===== config.mk =====
export PLATFORM = sky130hd
export DESIGN_NAME = agc_gain_ctrl
export DESIGN_NICKNAME = d
export VERILOG_FILES = /design/src/shared/agc_pkg.sv /design/src/hw/agc_gain_ctrl.sv
export SDC_FILE = /design/constraint.sdc
export NUM_CORES = 1
export LEC_CHECK = 0
export ABC_AREA = 1
export ABC_CLOCK_PERIOD_IN_PS = 18350
export BUFFER_PORTS_ARGS = -buffer_cell sky130_fd_sc_hd__buf_2
export CELL_PAD_IN_SITES_DETAIL_PLACEMENT = 1
export CELL_PAD_IN_SITES_GLOBAL_PLACEMENT = 1
export CORE_MARGIN = 2
export CORE_UTILIZATION = 30
export CTS_CLUSTER_SIZE = 24
export DETAILED_ROUTE_END_ITERATION = 7
export PLACE_DENSITY_LB_ADDON = 0.1
export SYNTH_ARGS = -nofsm -noshare
export SYNTH_HDL_FRONTEND = slang
export SYNTH_SLANG_ARGS = --single-unit

===== constraint.sdc =====
create_clock -name i_clk -period 18.35 [get_ports i_clk]
set_input_delay 3.67 -clock i_clk [delete_from_list [all_inputs] [get_ports i_clk]]
set_output_delay 3.67 -clock i_clk [all_outputs]
set_load 0.05 [all_outputs]

===== src/shared/agc_pkg.sv =====
package agc_pkg;

    ////////////////////////////////////////////////////////////////////////
    // Register map and field layout
    localparam int REG_AW = 7;                          // Register address width
    localparam logic [6:0] ADDR_IN_GAIN = 7'h01;        // Input gain / AGC control
    localparam logic [6:0] ADDR_DAC_VOL = 7'h02;        // DAC volume control
    localparam int IN_MUTE_BIT = 15;                    // Input mute
    localparam int IN_GAIN_LSB = 8;                     // Input gain field low bit
    localparam int GAIN_W = 7;                          // Gain / volume field width
    localparam int TGT_LSB = 5;                         // AGC target field low bit
    localparam int TGT_W = 3;                           // AGC target field width
    localparam int TC_LSB = 1;                          // AGC time constant low bit
    localparam int TC_W = 4;                            // AGC time constant width
    localparam int AGC_EN_BIT = 0;                      // AGC enable
    localparam int L_MUTE_BIT = 15;                     // Left DAC mute
    localparam int L_VOL_LSB = 8;                       // Left DAC volume low bit
    localparam int R_MUTE_BIT = 7;                      // Right DAC mute
    localparam int R_VOL_LSB = 0;                       // Right DAC volume low bit
    localparam logic [15:0] IN_GAIN_RST = 16'hff00;     // Muted, max gain, AGC off
    localparam logic [15:0] DAC_VOL_RST = 16'hffff;     // Both muted, full atten

    ////////////////////////////////////////////////////////////////////////
    // Timing
    localparam int CLK_NS = 100;                        // 10 MHz clock period
    localparam int TICK_NS = 100000;                    // AGC step tick, 100 us
    localparam int TICK_CYC = TICK_NS / CLK_NS;         // Cycles per tick
    localparam int MS_NS = 1000000;                     // One millisecond
    localparam int TICKS_PER_MS = MS_NS / TICK_NS;      // Ticks per millisecond
    localparam int STEP_W = 14;                         // Step interval counter

    ////////////////////////////////////////////////////////////////////////
    // AGC gain range, signed half-dB units
    localparam logic signed [7:0] AGC_GAIN_MAX = 8'sh77; // +59.5 dB
    localparam logic signed [7:0] AGC_GAIN_MIN = 8'she8; // -12 dB

    // AGC operating mode
    typedef enum logic [1:0] {AGC_OFF, AGC_HOLD, AGC_RUN} agc_mode_e;

    // Target output level in signed half-dB
    function automatic logic signed [7:0] agc_target(input logic [2:0] code);
        unique case (code)
            3'h0: agc_target = 8'shf5;
            3'h1: agc_target = 8'shf0;
            3'h2: agc_target = 8'shec;
            3'h3: agc_target = 8'she8;
            3'h4: agc_target = 8'she4;
            3'h5: agc_target = 8'shde;
            3'h6: agc_target = 8'shd8;
            3'h7: agc_target = 8'shd0;
        endcase
    endfunction

    // Attack time in ms from the low two code bits
    function automatic logic [8:0] agc_attack_ms(input logic [1:0] code);
        unique case (code)
            2'h0: agc_attack_ms = 9'h008;
            2'h1: agc_attack_ms = 9'h00b;
            2'h2: agc_attack_ms = 9'h010;
            2'h3: agc_attack_ms = 9'h014;
        endcase
    endfunction

    // Decay time in ms from the high two code bits
    function automatic logic [8:0] agc_decay_ms(input logic [1:0] code);
        unique case (code)
            2'h0: agc_decay_ms = 9'h064;
            2'h1: agc_decay_ms = 9'h0c8;
            2'h2: agc_decay_ms = 9'h190;
            2'h3: agc_decay_ms = 9'h1f4;
        endcase
    endfunction

    // Step interval in ticks: one step per tenth of the time constant
    function automatic logic [13:0] agc_ticks(input logic [8:0] ms);
        agc_ticks = 14'(int'(ms) * TICKS_PER_MS / 10);
    endfunction

endpackage

===== src/hw/agc_gain_ctrl.sv =====
`timescale 1ns/100ps
// Notes on behaviour
// - Input mute bit mutes headset/aux input while AGC off
// - Manual gain 0 to 63.5 dB, half-dB steps
// - AGC on and selected: gain fields read back
// - Read-back gain signed, +59.5 to -12 dB
// - Target field picks AGC output level
// - AGC times fixed, independent of sample rate
// - Code picks decay group and attack time
// - Enable bit hands amplifier gain to AGC
// - Left mute bit mutes left DAC
// - Left volume attenuates 0 to -63.5 dB
// - Right mute bit mutes right DAC
// - Right volume attenuates independently, same range
module agc_gain_ctrl #(
    parameter int P_TICK_CYC = agc_pkg::TICK_CYC
) (
    input wire logic i_clk,
    input wire logic i_rst_b,
    input wire logic i_reg_wr,
    input wire logic i_reg_rd,
    input wire logic [agc_pkg::REG_AW-1:0] i_reg_addr,
    input wire logic [15:0] i_reg_wdata,
    input wire logic i_in_sel,
    input wire logic i_lvl_valid,
    input wire logic signed [7:0] i_lvl,
    output logic [15:0] o_reg_rdata,
    output logic o_reg_rvalid,
    output logic o_in_mute,
    output logic signed [7:0] o_in_gain,
    output logic o_dac_l_mute,
    output logic [agc_pkg::GAIN_W-1:0] o_dac_l_atten,
    output logic o_dac_r_mute,
    output logic [agc_pkg::GAIN_W-1:0] o_dac_r_atten
);
    import agc_pkg::*;

    ////////////////////////////////////////////////////////////////////////
    // Declarations
    logic [15:0] in_reg_r;                 // Input gain / AGC register
    logic [15:0] dac_reg_r;                // DAC volume register
    logic signed [7:0] agc_gain_r;         // Gain applied by AGC
    logic signed [7:0] lvl_r;              // Last measured output level
    logic [15:0] tick_cnt_r;               // Tick divider
    logic tick_r;                          // One-cycle tick enable
    logic [STEP_W-1:0] step_cnt_r;         // Ticks since last step
    agc_mode_e mode_r;                     // AGC mode
    agc_mode_e mode_nxt;
    logic agc_en;                          // Enable bit
    logic signed [7:0] target;             // Selected target level
    logic above;                           // Level over target
    logic below;                           // Level under target
    logic [STEP_W-1:0] interval;           // Current step interval
    logic agc_step;                        // Gain step this cycle
    logic [15:0] in_rd;                    // Input register read view

    assign agc_en = in_reg_r[AGC_EN_BIT];
    assign target = agc_target(in_reg_r[TGT_LSB +: TGT_W]);
    assign above = lvl_r > target;
    assign below = lvl_r < target;
    // Attack when too loud, decay when too quiet
    assign interval = above ?
        agc_ticks(agc_attack_ms(in_reg_r[TC_LSB +: 2])) :
        agc_ticks(agc_decay_ms(in_reg_r[TC_LSB + 2 +: 2]));
    assign agc_step = (mode_r == AGC_RUN) && tick_r && (above || below)
        && (step_cnt_r >= interval - 14'h1);

    ////////////////////////////////////////////////////////////////////////
    // Register writes
    always_ff @(posedge i_clk or negedge i_rst_b) begin
        if (!i_rst_b) begin
            in_reg_r <= IN_GAIN_RST;
            dac_reg_r <= DAC_VOL_RST;
        end else if (i_reg_wr) begin
            // Writes always land in the programmed fields
            if (i_reg_addr == ADDR_IN_GAIN) begin
                in_reg_r <= i_reg_wdata;
            end
            if (i_reg_addr == ADDR_DAC_VOL) begin
                dac_reg_r <= i_reg_wdata;
            end
        end
    end

    // Read view: AGC gain replaces mute and gain fields when tracking
    always_comb begin
        in_rd = in_reg_r;
        if (agc_en && i_in_sel) begin
            in_rd[15:8] = agc_gain_r;
        end
    end

    // Read data, registered, unmapped reads give zero
    always_ff @(posedge i_clk or negedge i_rst_b) begin
        if (!i_rst_b) begin
            o_reg_rdata <= 16'h0000;
            o_reg_rvalid <= 1'b0;
        end else begin
            o_reg_rvalid <= i_reg_rd;
            if (!i_reg_rd) begin
                o_reg_rdata <= 16'h0000;
            end else if (i_reg_addr == ADDR_IN_GAIN) begin
                o_reg_rdata <= in_rd;
            end else if (i_reg_addr == ADDR_DAC_VOL) begin
                o_reg_rdata <= dac_reg_r;
            end else begin
                o_reg_rdata <= 16'h0000;
            end
        end
    end

    ////////////////////////////////////////////////////////////////////////
    // Tick divider on the system clock only, not the sample clock
    always_ff @(posedge i_clk or negedge i_rst_b) begin
        if (!i_rst_b) begin
            tick_cnt_r <= 16'h0000;
            tick_r <= 1'b0;
        end else if (tick_cnt_r >= 16'(P_TICK_CYC - 1)) begin
            tick_cnt_r <= 16'h0000;
            tick_r <= 1'b1;
        end else begin
            tick_cnt_r <= tick_cnt_r + 16'h0001;
            tick_r <= 1'b0;
        end
    end

    // Mode: off, holding while input not selected, running
    always_comb begin
        if (!agc_en) begin
            mode_nxt = AGC_OFF;
        end else if (!i_in_sel) begin
            mode_nxt = AGC_HOLD;
        end else begin
            mode_nxt = AGC_RUN;
        end
    end

    always_ff @(posedge i_clk or negedge i_rst_b) begin
        if (!i_rst_b) begin
            mode_r <= AGC_OFF;
        end else begin
            mode_r <= mode_nxt;
        end
    end

    // Latch the measured output level
    always_ff @(posedge i_clk or negedge i_rst_b) begin
        if (!i_rst_b) begin
            lvl_r <= 8'sh00;
        end else if (i_lvl_valid) begin
            lvl_r <= i_lvl;
        end
    end

    // Ticks since last step; restarts on step or when idle
    always_ff @(posedge i_clk or negedge i_rst_b) begin
        if (!i_rst_b) begin
            step_cnt_r <= '0;
        end else if (mode_r != AGC_RUN || agc_step || !(above || below)) begin
            step_cnt_r <= '0;
        end else if (tick_r && step_cnt_r != '1) begin
            step_cnt_r <= step_cnt_r + 14'h1;
        end
    end

    // AGC gain: tracks manual gain while off, steps while running
    always_ff @(posedge i_clk or negedge i_rst_b) begin
        if (!i_rst_b) begin
            agc_gain_r <= 8'sh00;
        end else if (mode_r == AGC_OFF) begin
            // Start from manual gain, held inside the read-back range
            if (in_reg_r[IN_GAIN_LSB +: GAIN_W] > AGC_GAIN_MAX[6:0]) begin
                agc_gain_r <= AGC_GAIN_MAX;
            end else begin
                agc_gain_r <= {1'b0, in_reg_r[IN_GAIN_LSB +: GAIN_W]};
            end
        end else if (agc_step && above && agc_gain_r > AGC_GAIN_MIN) begin
            agc_gain_r <= agc_gain_r - 8'sh01;
        end else if (agc_step && below && agc_gain_r < AGC_GAIN_MAX) begin
            agc_gain_r <= agc_gain_r + 8'sh01;
        end
    end

    ////////////////////////////////////////////////////////////////////////
    // Input amplifier controls
    always_ff @(posedge i_clk or negedge i_rst_b) begin
        if (!i_rst_b) begin
            o_in_mute <= 1'b1;
            o_in_gain <= 8'sh7f;
        end else if (agc_en) begin
            o_in_mute <= 1'b0;
            o_in_gain <= agc_gain_r;
        end else begin
            o_in_mute <= in_reg_r[IN_MUTE_BIT];
            o_in_gain <= {1'b0, in_reg_r[IN_GAIN_LSB +: GAIN_W]};
        end
    end

    // DAC channel controls
    always_ff @(posedge i_clk or negedge i_rst_b) begin
        if (!i_rst_b) begin
            o_dac_l_mute <= 1'b1;
            o_dac_l_atten <= 7'h7f;
            o_dac_r_mute <= 1'b1;
            o_dac_r_atten <= 7'h7f;
        end else begin
            o_dac_l_mute <= dac_reg_r[L_MUTE_BIT];
            o_dac_l_atten <= dac_reg_r[L_VOL_LSB +: GAIN_W];
            o_dac_r_mute <= dac_reg_r[R_MUTE_BIT];
            o_dac_r_atten <= dac_reg_r[R_VOL_LSB +: GAIN_W];
        end
    end
endmodule


* After elaboration in Yosys (flattened, before gate mapping) *
Memories as Yosys holds them, arrays and structs flattened.
Index checks and enable logic that the tools add are counted.

word-level totals
  ROM bits = 48
  register bits = 123
  word-level logic and storage cells = 83
  memories kept = 1

cells by class
  multipliers = 2
  order comparisons = 7
  eq/ne operators = 11
  add/subtract/negate cells = 5
  div/mod/pow operators = 2
  reductions and logical operators = 20
  multiplexer cells = 19

memories
  memory           depth  bits a word  read ports  clocked after memory_dff  write ports  RTL line       source
  (no name shown)  8      6            1           0                         0            agc_pkg.sv:42  unique case (code)

operators by type and width
  kind                                                                 number
  one-hot mux 9 bit (4 select lines)                                   2
  divider 32 x 5 -> 32 bit, second input constant                      2
  2-to-1 mux 16 bit                                                    4
  2-to-1 mux 14 bit                                                    3
  2-to-1 mux 8 bit                                                     5
  multiplier 9 x 3 -> 12 bit, second input constant                    2
  adder 16 x 1 -> 16 bit, second input constant                        1
  greater-or-equal comparator 16 x 10 -> 1 bit, second input constant  1
  adder 14 x 1 -> 14 bit, second input constant                        1
  greater-or-equal comparator 14 bit                                   1
  != test 14 bit, second input constant                                1
  subtractor 14 x 1 -> 14 bit, second input constant                   1
  == test 2 bit, second input constant                                 5
  logical AND 1 bit                                                    9
  adder 8 x 2 -> 8 bit, second input constant                          1
  greater-than comparator 8 x 6 -> 1 bit, second input constant        1
  greater-than comparator 8 bit                                        1
  < comparator 8 bit                                                   1
  < comparator 8 bit, second input constant                            1
  subtractor 8 x 2 -> 8 bit, second input constant                     1
  == test 7 x 1 -> 1 bit, second input constant                        1
  == test 7 x 2 -> 1 bit, second input constant                        1
  greater-than comparator 7 bit, second input constant                 1
  2-to-1 mux 7 bit                                                     1
  10 further kinds                                                     18

* Logic depth before layout (Yosys ltp) *
  depth after elaboration = 13
  gate-level depth with buffers = 86

* Least setup slack after synthesis *
OpenSTA, ideal clock, no wires.

  path type = reg-to-reg
  start = register in_reg_r[6]
  end = register agc_gain_r[6]
  period minus slack after synthesis = 9.344 ns
  stages on the path, launching flop included = 70
  arrival time = 9.220 ns
  buffers on the path = 2
  slack = 9.006 ns
  cells stage by stage = dfrtp_1 > inv_1 > ha_1 > o21bai_1 > ha_1 > nand2_1 > inv_2 > nand2_1 > nand2_1 > nand2_1 > nand2_2 > nand2_4 > inv_4 > nor2_4 > ha_1 > inv_1 > o2111ai_4 > buf_6 > (+34 left out) > inv_1 > o21ai_0 > a31oi_1 > a211oi_1 > o21ai_0 > a221oi_1 > o211ai_1 > nand3_1 > nor3b_1 > inv_1 > fa_1 > o31ai_1 > a21oi_1 > nor2_1 > nor2_1 > xor2_1 > a22oi_1 > nand2_1

on the way
  cells in the longest elaborated chain, start to end = 10
  elaborated cells between the ends (all ways) = 16
  those cells by class = 1 x add/sub; 3 x order compare; 3 x mux; 8 x reduce/logical; 1 x memory

ends and longest elaborated chain
  item                                RTL line              source
  start, declared                     agc_gain_ctrl.sv:40   logic [15:0] in_reg_r;
  start signal, assigned              agc_gain_ctrl.sv:77   in_reg_r <= i_reg_wdata;
  memory (8 x 6 bit) (*)              n/a
  greater-than comparator 8 bit       agc_gain_ctrl.sv:59   assign above = lvl_r > target;
  2-to-1 mux 14 bit                   agc_gain_ctrl.sv:62   assign interval = above ?
  subtractor 14 x 1 -> 14 bit         agc_gain_ctrl.sv:66   && (step_cnt_r >= interval - 14'h1);
  greater-or-equal comparator 14 bit  agc_gain_ctrl.sv:66
  logical AND 1 bit                   agc_gain_ctrl.sv:66
  logical AND 1 bit (2 in series)     agc_gain_ctrl.sv:177  end else if (agc_step && above && agc_gain_r > AGC_GAIN_MIN) begin
  2-to-1 mux 8 bit                    agc_gain_ctrl.sv:177
  2-to-1 mux 8 bit                    agc_gain_ctrl.sv:170  end else if (mode_r == AGC_OFF) begin
  end signal, assigned                agc_gain_ctrl.sv:175  agc_gain_r <= {1'b0, in_reg_r[IN_GAIN_LSB +: GAIN_W]};
  end signal, assigned                agc_gain_ctrl.sv:178  agc_gain_r <= agc_gain_r - 8'sh01;
  end signal, assigned                agc_gain_ctrl.sv:180  agc_gain_r <= agc_gain_r + 8'sh01;
  end, declared                       agc_gain_ctrl.sv:42   logic signed [7:0] agc_gain_r;

Mark *: on every way between the ends. The rest lies on a longest branch, timed or not.
A chain may end at the register's enable or synchronous reset.

* Worst setup path after layout *
  start = register in_reg_r[5]
  end = register agc_gain_r[6]

The elaborated chain is that of the path after synthesis.

==> impl_metrics.env <==
export IMPL_status="complete, no violations"
export IMPL_synth_area_leader_cell="dfrtp_1"
export IMPL_postCtsHoldBufs=0
export IMPL_gp_congestion=0.793
export IMPL_cts_buffers=17
export IMPL_final_hold_viol_count=0
export IMPL_synth_area_um2=7530
export IMPL_core_area_um2=24500
export IMPL_synth_top_area_share_pct=24.9
export IMPL_max_freq_mhz=89.4
export IMPL_first_iter_violations=230
export IMPL_hold_start="dac_reg_r[4]"
export IMPL_crit_top_cell="nand2_1"
export IMPL_drive_gt1_share_pct=22.4
export IMPL_rr_startpoint="in_reg_r[5]"
export IMPL_finalWorstSetupSlack_ns=7.17
export IMPL_endpoint_kind="flip-flop"
export IMPL_yosys_top_cells_area="dfrtp_1, dfstp_2, nand2_1, ha_1, inv_1"
export IMPL_tns_ns=0
export IMPL_grt_pass1_vias=6638
export IMPL_routedWlPerCell_um=15.1
export IMPL_grt_usage_pct=16.2
export IMPL_synth_warnings=0
export IMPL_rrSetupSlack_ns=7.17
export IMPL_setup_viol=0
export IMPL_rsz0062_at_grt="no"
export IMPL_yosysUniqueCellTypes=54
export IMPL_fp_dieH_um=162
export IMPL_routed_wl_um=20400
export IMPL_fp_row_count=57
export IMPL_path_delay_family="simple AND/OR/NAND/NOR gates"
export IMPL_grt_pass1_wl_um=34000
export IMPL_finClkSkew_ns=0.00919
export IMPL_synth_seq_cells=123
export IMPL_holdWs_ns=0.372
export IMPL_io_buffers=78
export IMPL_cp_depth=70
export IMPL_cp_max_fo=16
export IMPL_grt_max_degree=76
export IMPL_clk_pin_slew_ns=0.06
export IMPL_critPathLaunchType="flip-flop"
export IMPL_hp_class="flip-flop to flip-flop"
export IMPL_criticalPathCategory="flip-flop to flip-flop"
export IMPL_overflow=0
export IMPL_synthToLayoutAreaGrowth_pct=17.6
export IMPL_combPwrFrac_pct=34.3
export IMPL_powerDensity_nw_per_um2=109
export IMPL_post_cts_buffers=0
export IMPL_maxSlewHeadroom_pct=25.8
export IMPL_r2r_end="agc_gain_r[6]"
export IMPL_ctsLongestPathBuffers=2
export IMPL_dieArea_um2=26400
export IMPL_p_switching_uw=383
export IMPL_via_per_inst=4.68
export IMPL_drv_slew=0
export IMPL_reg2reg_depth=70
export IMPL_netlist_instances=930
export IMPL_worst_path_max_delay_cell="nor3b_1"
export IMPL_ys_seq_area_share_pct=41.7
export IMPL_tritoncts="built"
export IMPL_ant_nets=0
export IMPL_cts_htree_levels=4
export IMPL_hpwlAfterDp_um=15800
export IMPL_ioPinCount=79
export IMPL_max_stage_delay_ns=0.92
export IMPL_whs_endpoint="o_dac_r_atten[4]"
export IMPL_dieWidth_um=162
export IMPL_fin_crit_ns=11.18
export IMPL_min_path_cells=0
export IMPL_cts_root_buffer="clkbuf_16"
export IMPL_p_int_uw=586
export IMPL_seq_power_share_pct=31.5
export IMPL_cts_resized=0
export IMPL_critPathBufInv=10
export IMPL_numClockSinks=123
export IMPL_dp_cells=1321
export IMPL_required_ns=18.66
export IMPL_pwr_share_clk_pct=34.2
export IMPL_final_net_count=1103
export IMPL_p_leak_uw=0.00430
export IMPL_sw_frac_of_total_pct=39.5
export IMPL_finalCritPeriodShare_pct=60.9
export IMPL_syn_avg_cell_area_um2=8.10
export IMPL_dp_slack_ns=7.06
export IMPL_worst_pin_slew_ns=1.11
export IMPL_drc=0
export IMPL_initial_utilization_pct=30.8
export IMPL_dr_pass1_iters=4
export IMPL_critPathArrivalTime_ns=11.49
export IMPL_antenna_found_initial=2
export IMPL_irDropWorstVdd_mv=0.0502
export IMPL_clock_latency_ns=0.42
export IMPL_final_cell_count_no_fill=1355
export IMPL_max_cap_violations=0
export IMPL_vias=6335
## cell families after synthesis
logic type / count (synthesis) / share of synthesized area, %
flip-flops: 123 / 41.7
other: 1 / 0.0498
buffers and inverters: 159 / 8.18
adder cells (fa/ha/maj): 50 / 8.41
multiplexers: 6 / 0.897
AO/OA/AOI/OAI: 151 / 12.1
AND/OR/NAND/NOR: 423 / 26.7
XOR/XNOR: 17 / 1.98
## worst reg2reg max path, delay by kind of cell, from the launching register on
| family | cells | cell delay (ns) |
|---|---|---|
| xor gates and xnor gates | 2 | 0.29 |
| buffers and inverters | 10 | 0.86 |
| AOI/OAI and AO/OA | 16 | 2.93 |
| and+or+nand+nor | 35 | 4.68 |
| adders and majority gates | 7 | 1.92 |
| DFF | 1 | 0.40 |
## cell usage after synthesis (all sizes together)
master	number
nand2	237
inv	141
nor2	80
dfrtp	75
o21ai	72
nand3	50
ha	49
dfstp	48
a21oi	44
nand4	21
nor3	18
o211ai	15
clkbuf	14
xor2	12
mux2	6
nor3b	5
nor4	5
xnor2	5
o31ai	4
a31oi	3
buf	3
nand3b	3
o21bai	3
a211oi	2
a22oi	2
o311ai	2
or4	2
a221oi	1
and3	1
clkinv	1
conb	1
fa	1
o2111ai	1
o221ai	1
o22ai	1
or2	1
## per-stage QoR
stage | power [uW] | area, um^2 | util (%)
5_1_grt | 1040 | 8860 | 36.2
6_report | 969 | 8860 | 36.2
3_5_place_dp | 647 | 8270 | 33.8
4_1_cts | 985 | 8850 | 36.2
3_3_place_gp | 648 | 8270 | 33.8
2_1_floorplan | 566 | 7550 | -
## power by group through the flow
stage / combinational [uW] / clock, uW / sequential [uW]
6_report: 332 / 331 / 305
5_1_grt: 380 / 350 / 308
4_1_cts: 339 / 341 / 306
3_5_place_dp: 337 / 0 / 310
3_3_place_gp: 338 / 0 / 310
2_1_floorplan: 243 / 0 / 323
## flip-flops by register name (all words and copies together) (netlist names), 2 cells and up
name / flops
o_in_gain: 8
mode_r: 2
in_reg_r: 16
o_reg_rdata: 16
tick_cnt_r: 16
lvl_r: 8
agc_gain_r: 8
step_cnt_r: 14
o_dac_l_atten: 7
dac_reg_r: 16
o_dac_r_atten: 7
## how the worst max path moves through the flow
stage                           start            end  slack [ns]
after floorplan           in_reg_r[6]  agc_gain_r[6]        9.01
after detailed placement  in_reg_r[5]  agc_gain_r[6]        7.06
after global routing      in_reg_r[5]  agc_gain_r[7]        5.77
after CTS                 in_reg_r[5]  agc_gain_r[6]        6.99
final                     in_reg_r[5]  agc_gain_r[6]        7.17
after global placement    in_reg_r[6]  agc_gain_r[6]        7.25
## placed cells by master, fill, tap and decap left out, drive strengths merged, types with 4 or more instances in the layout
cell and instances:
o211ai 15, ha 49, a21oi 44, mux2 6, o31ai 4, nand2 237, nor3 18, nor2 80
xor2 12, dfstp 48, buf 79, inv 150, nor3b 5, xnor2 5, nor4 5, nand3 50
conb 6, clkbuf 18, nand4 21, o21ai 72, dfrtp 75
## layer usage
metal  wire length [um]  track usage, %  up-vias  part of all wire, %
met5                  0               0        -                    0
met1              10300            22.4     3072                   50
met2               9540            26.4       45                   47
met3                398            2.75       13                  1.9
met4                183            4.42        0                 0.90
li1                   -               -     3205                    -
## final cells by class
cell class	count	area (um^2)
tap	324	405
clock buffer	18	429
inverter	142	536
antenna	2	5.00
clock inverter	14	149
multi-input combinational	653	3790
sequential	123	3140
fill	2956	15600
timing repair buffer	79	400
Note: power is estimated with default switching activity, not from simulation.
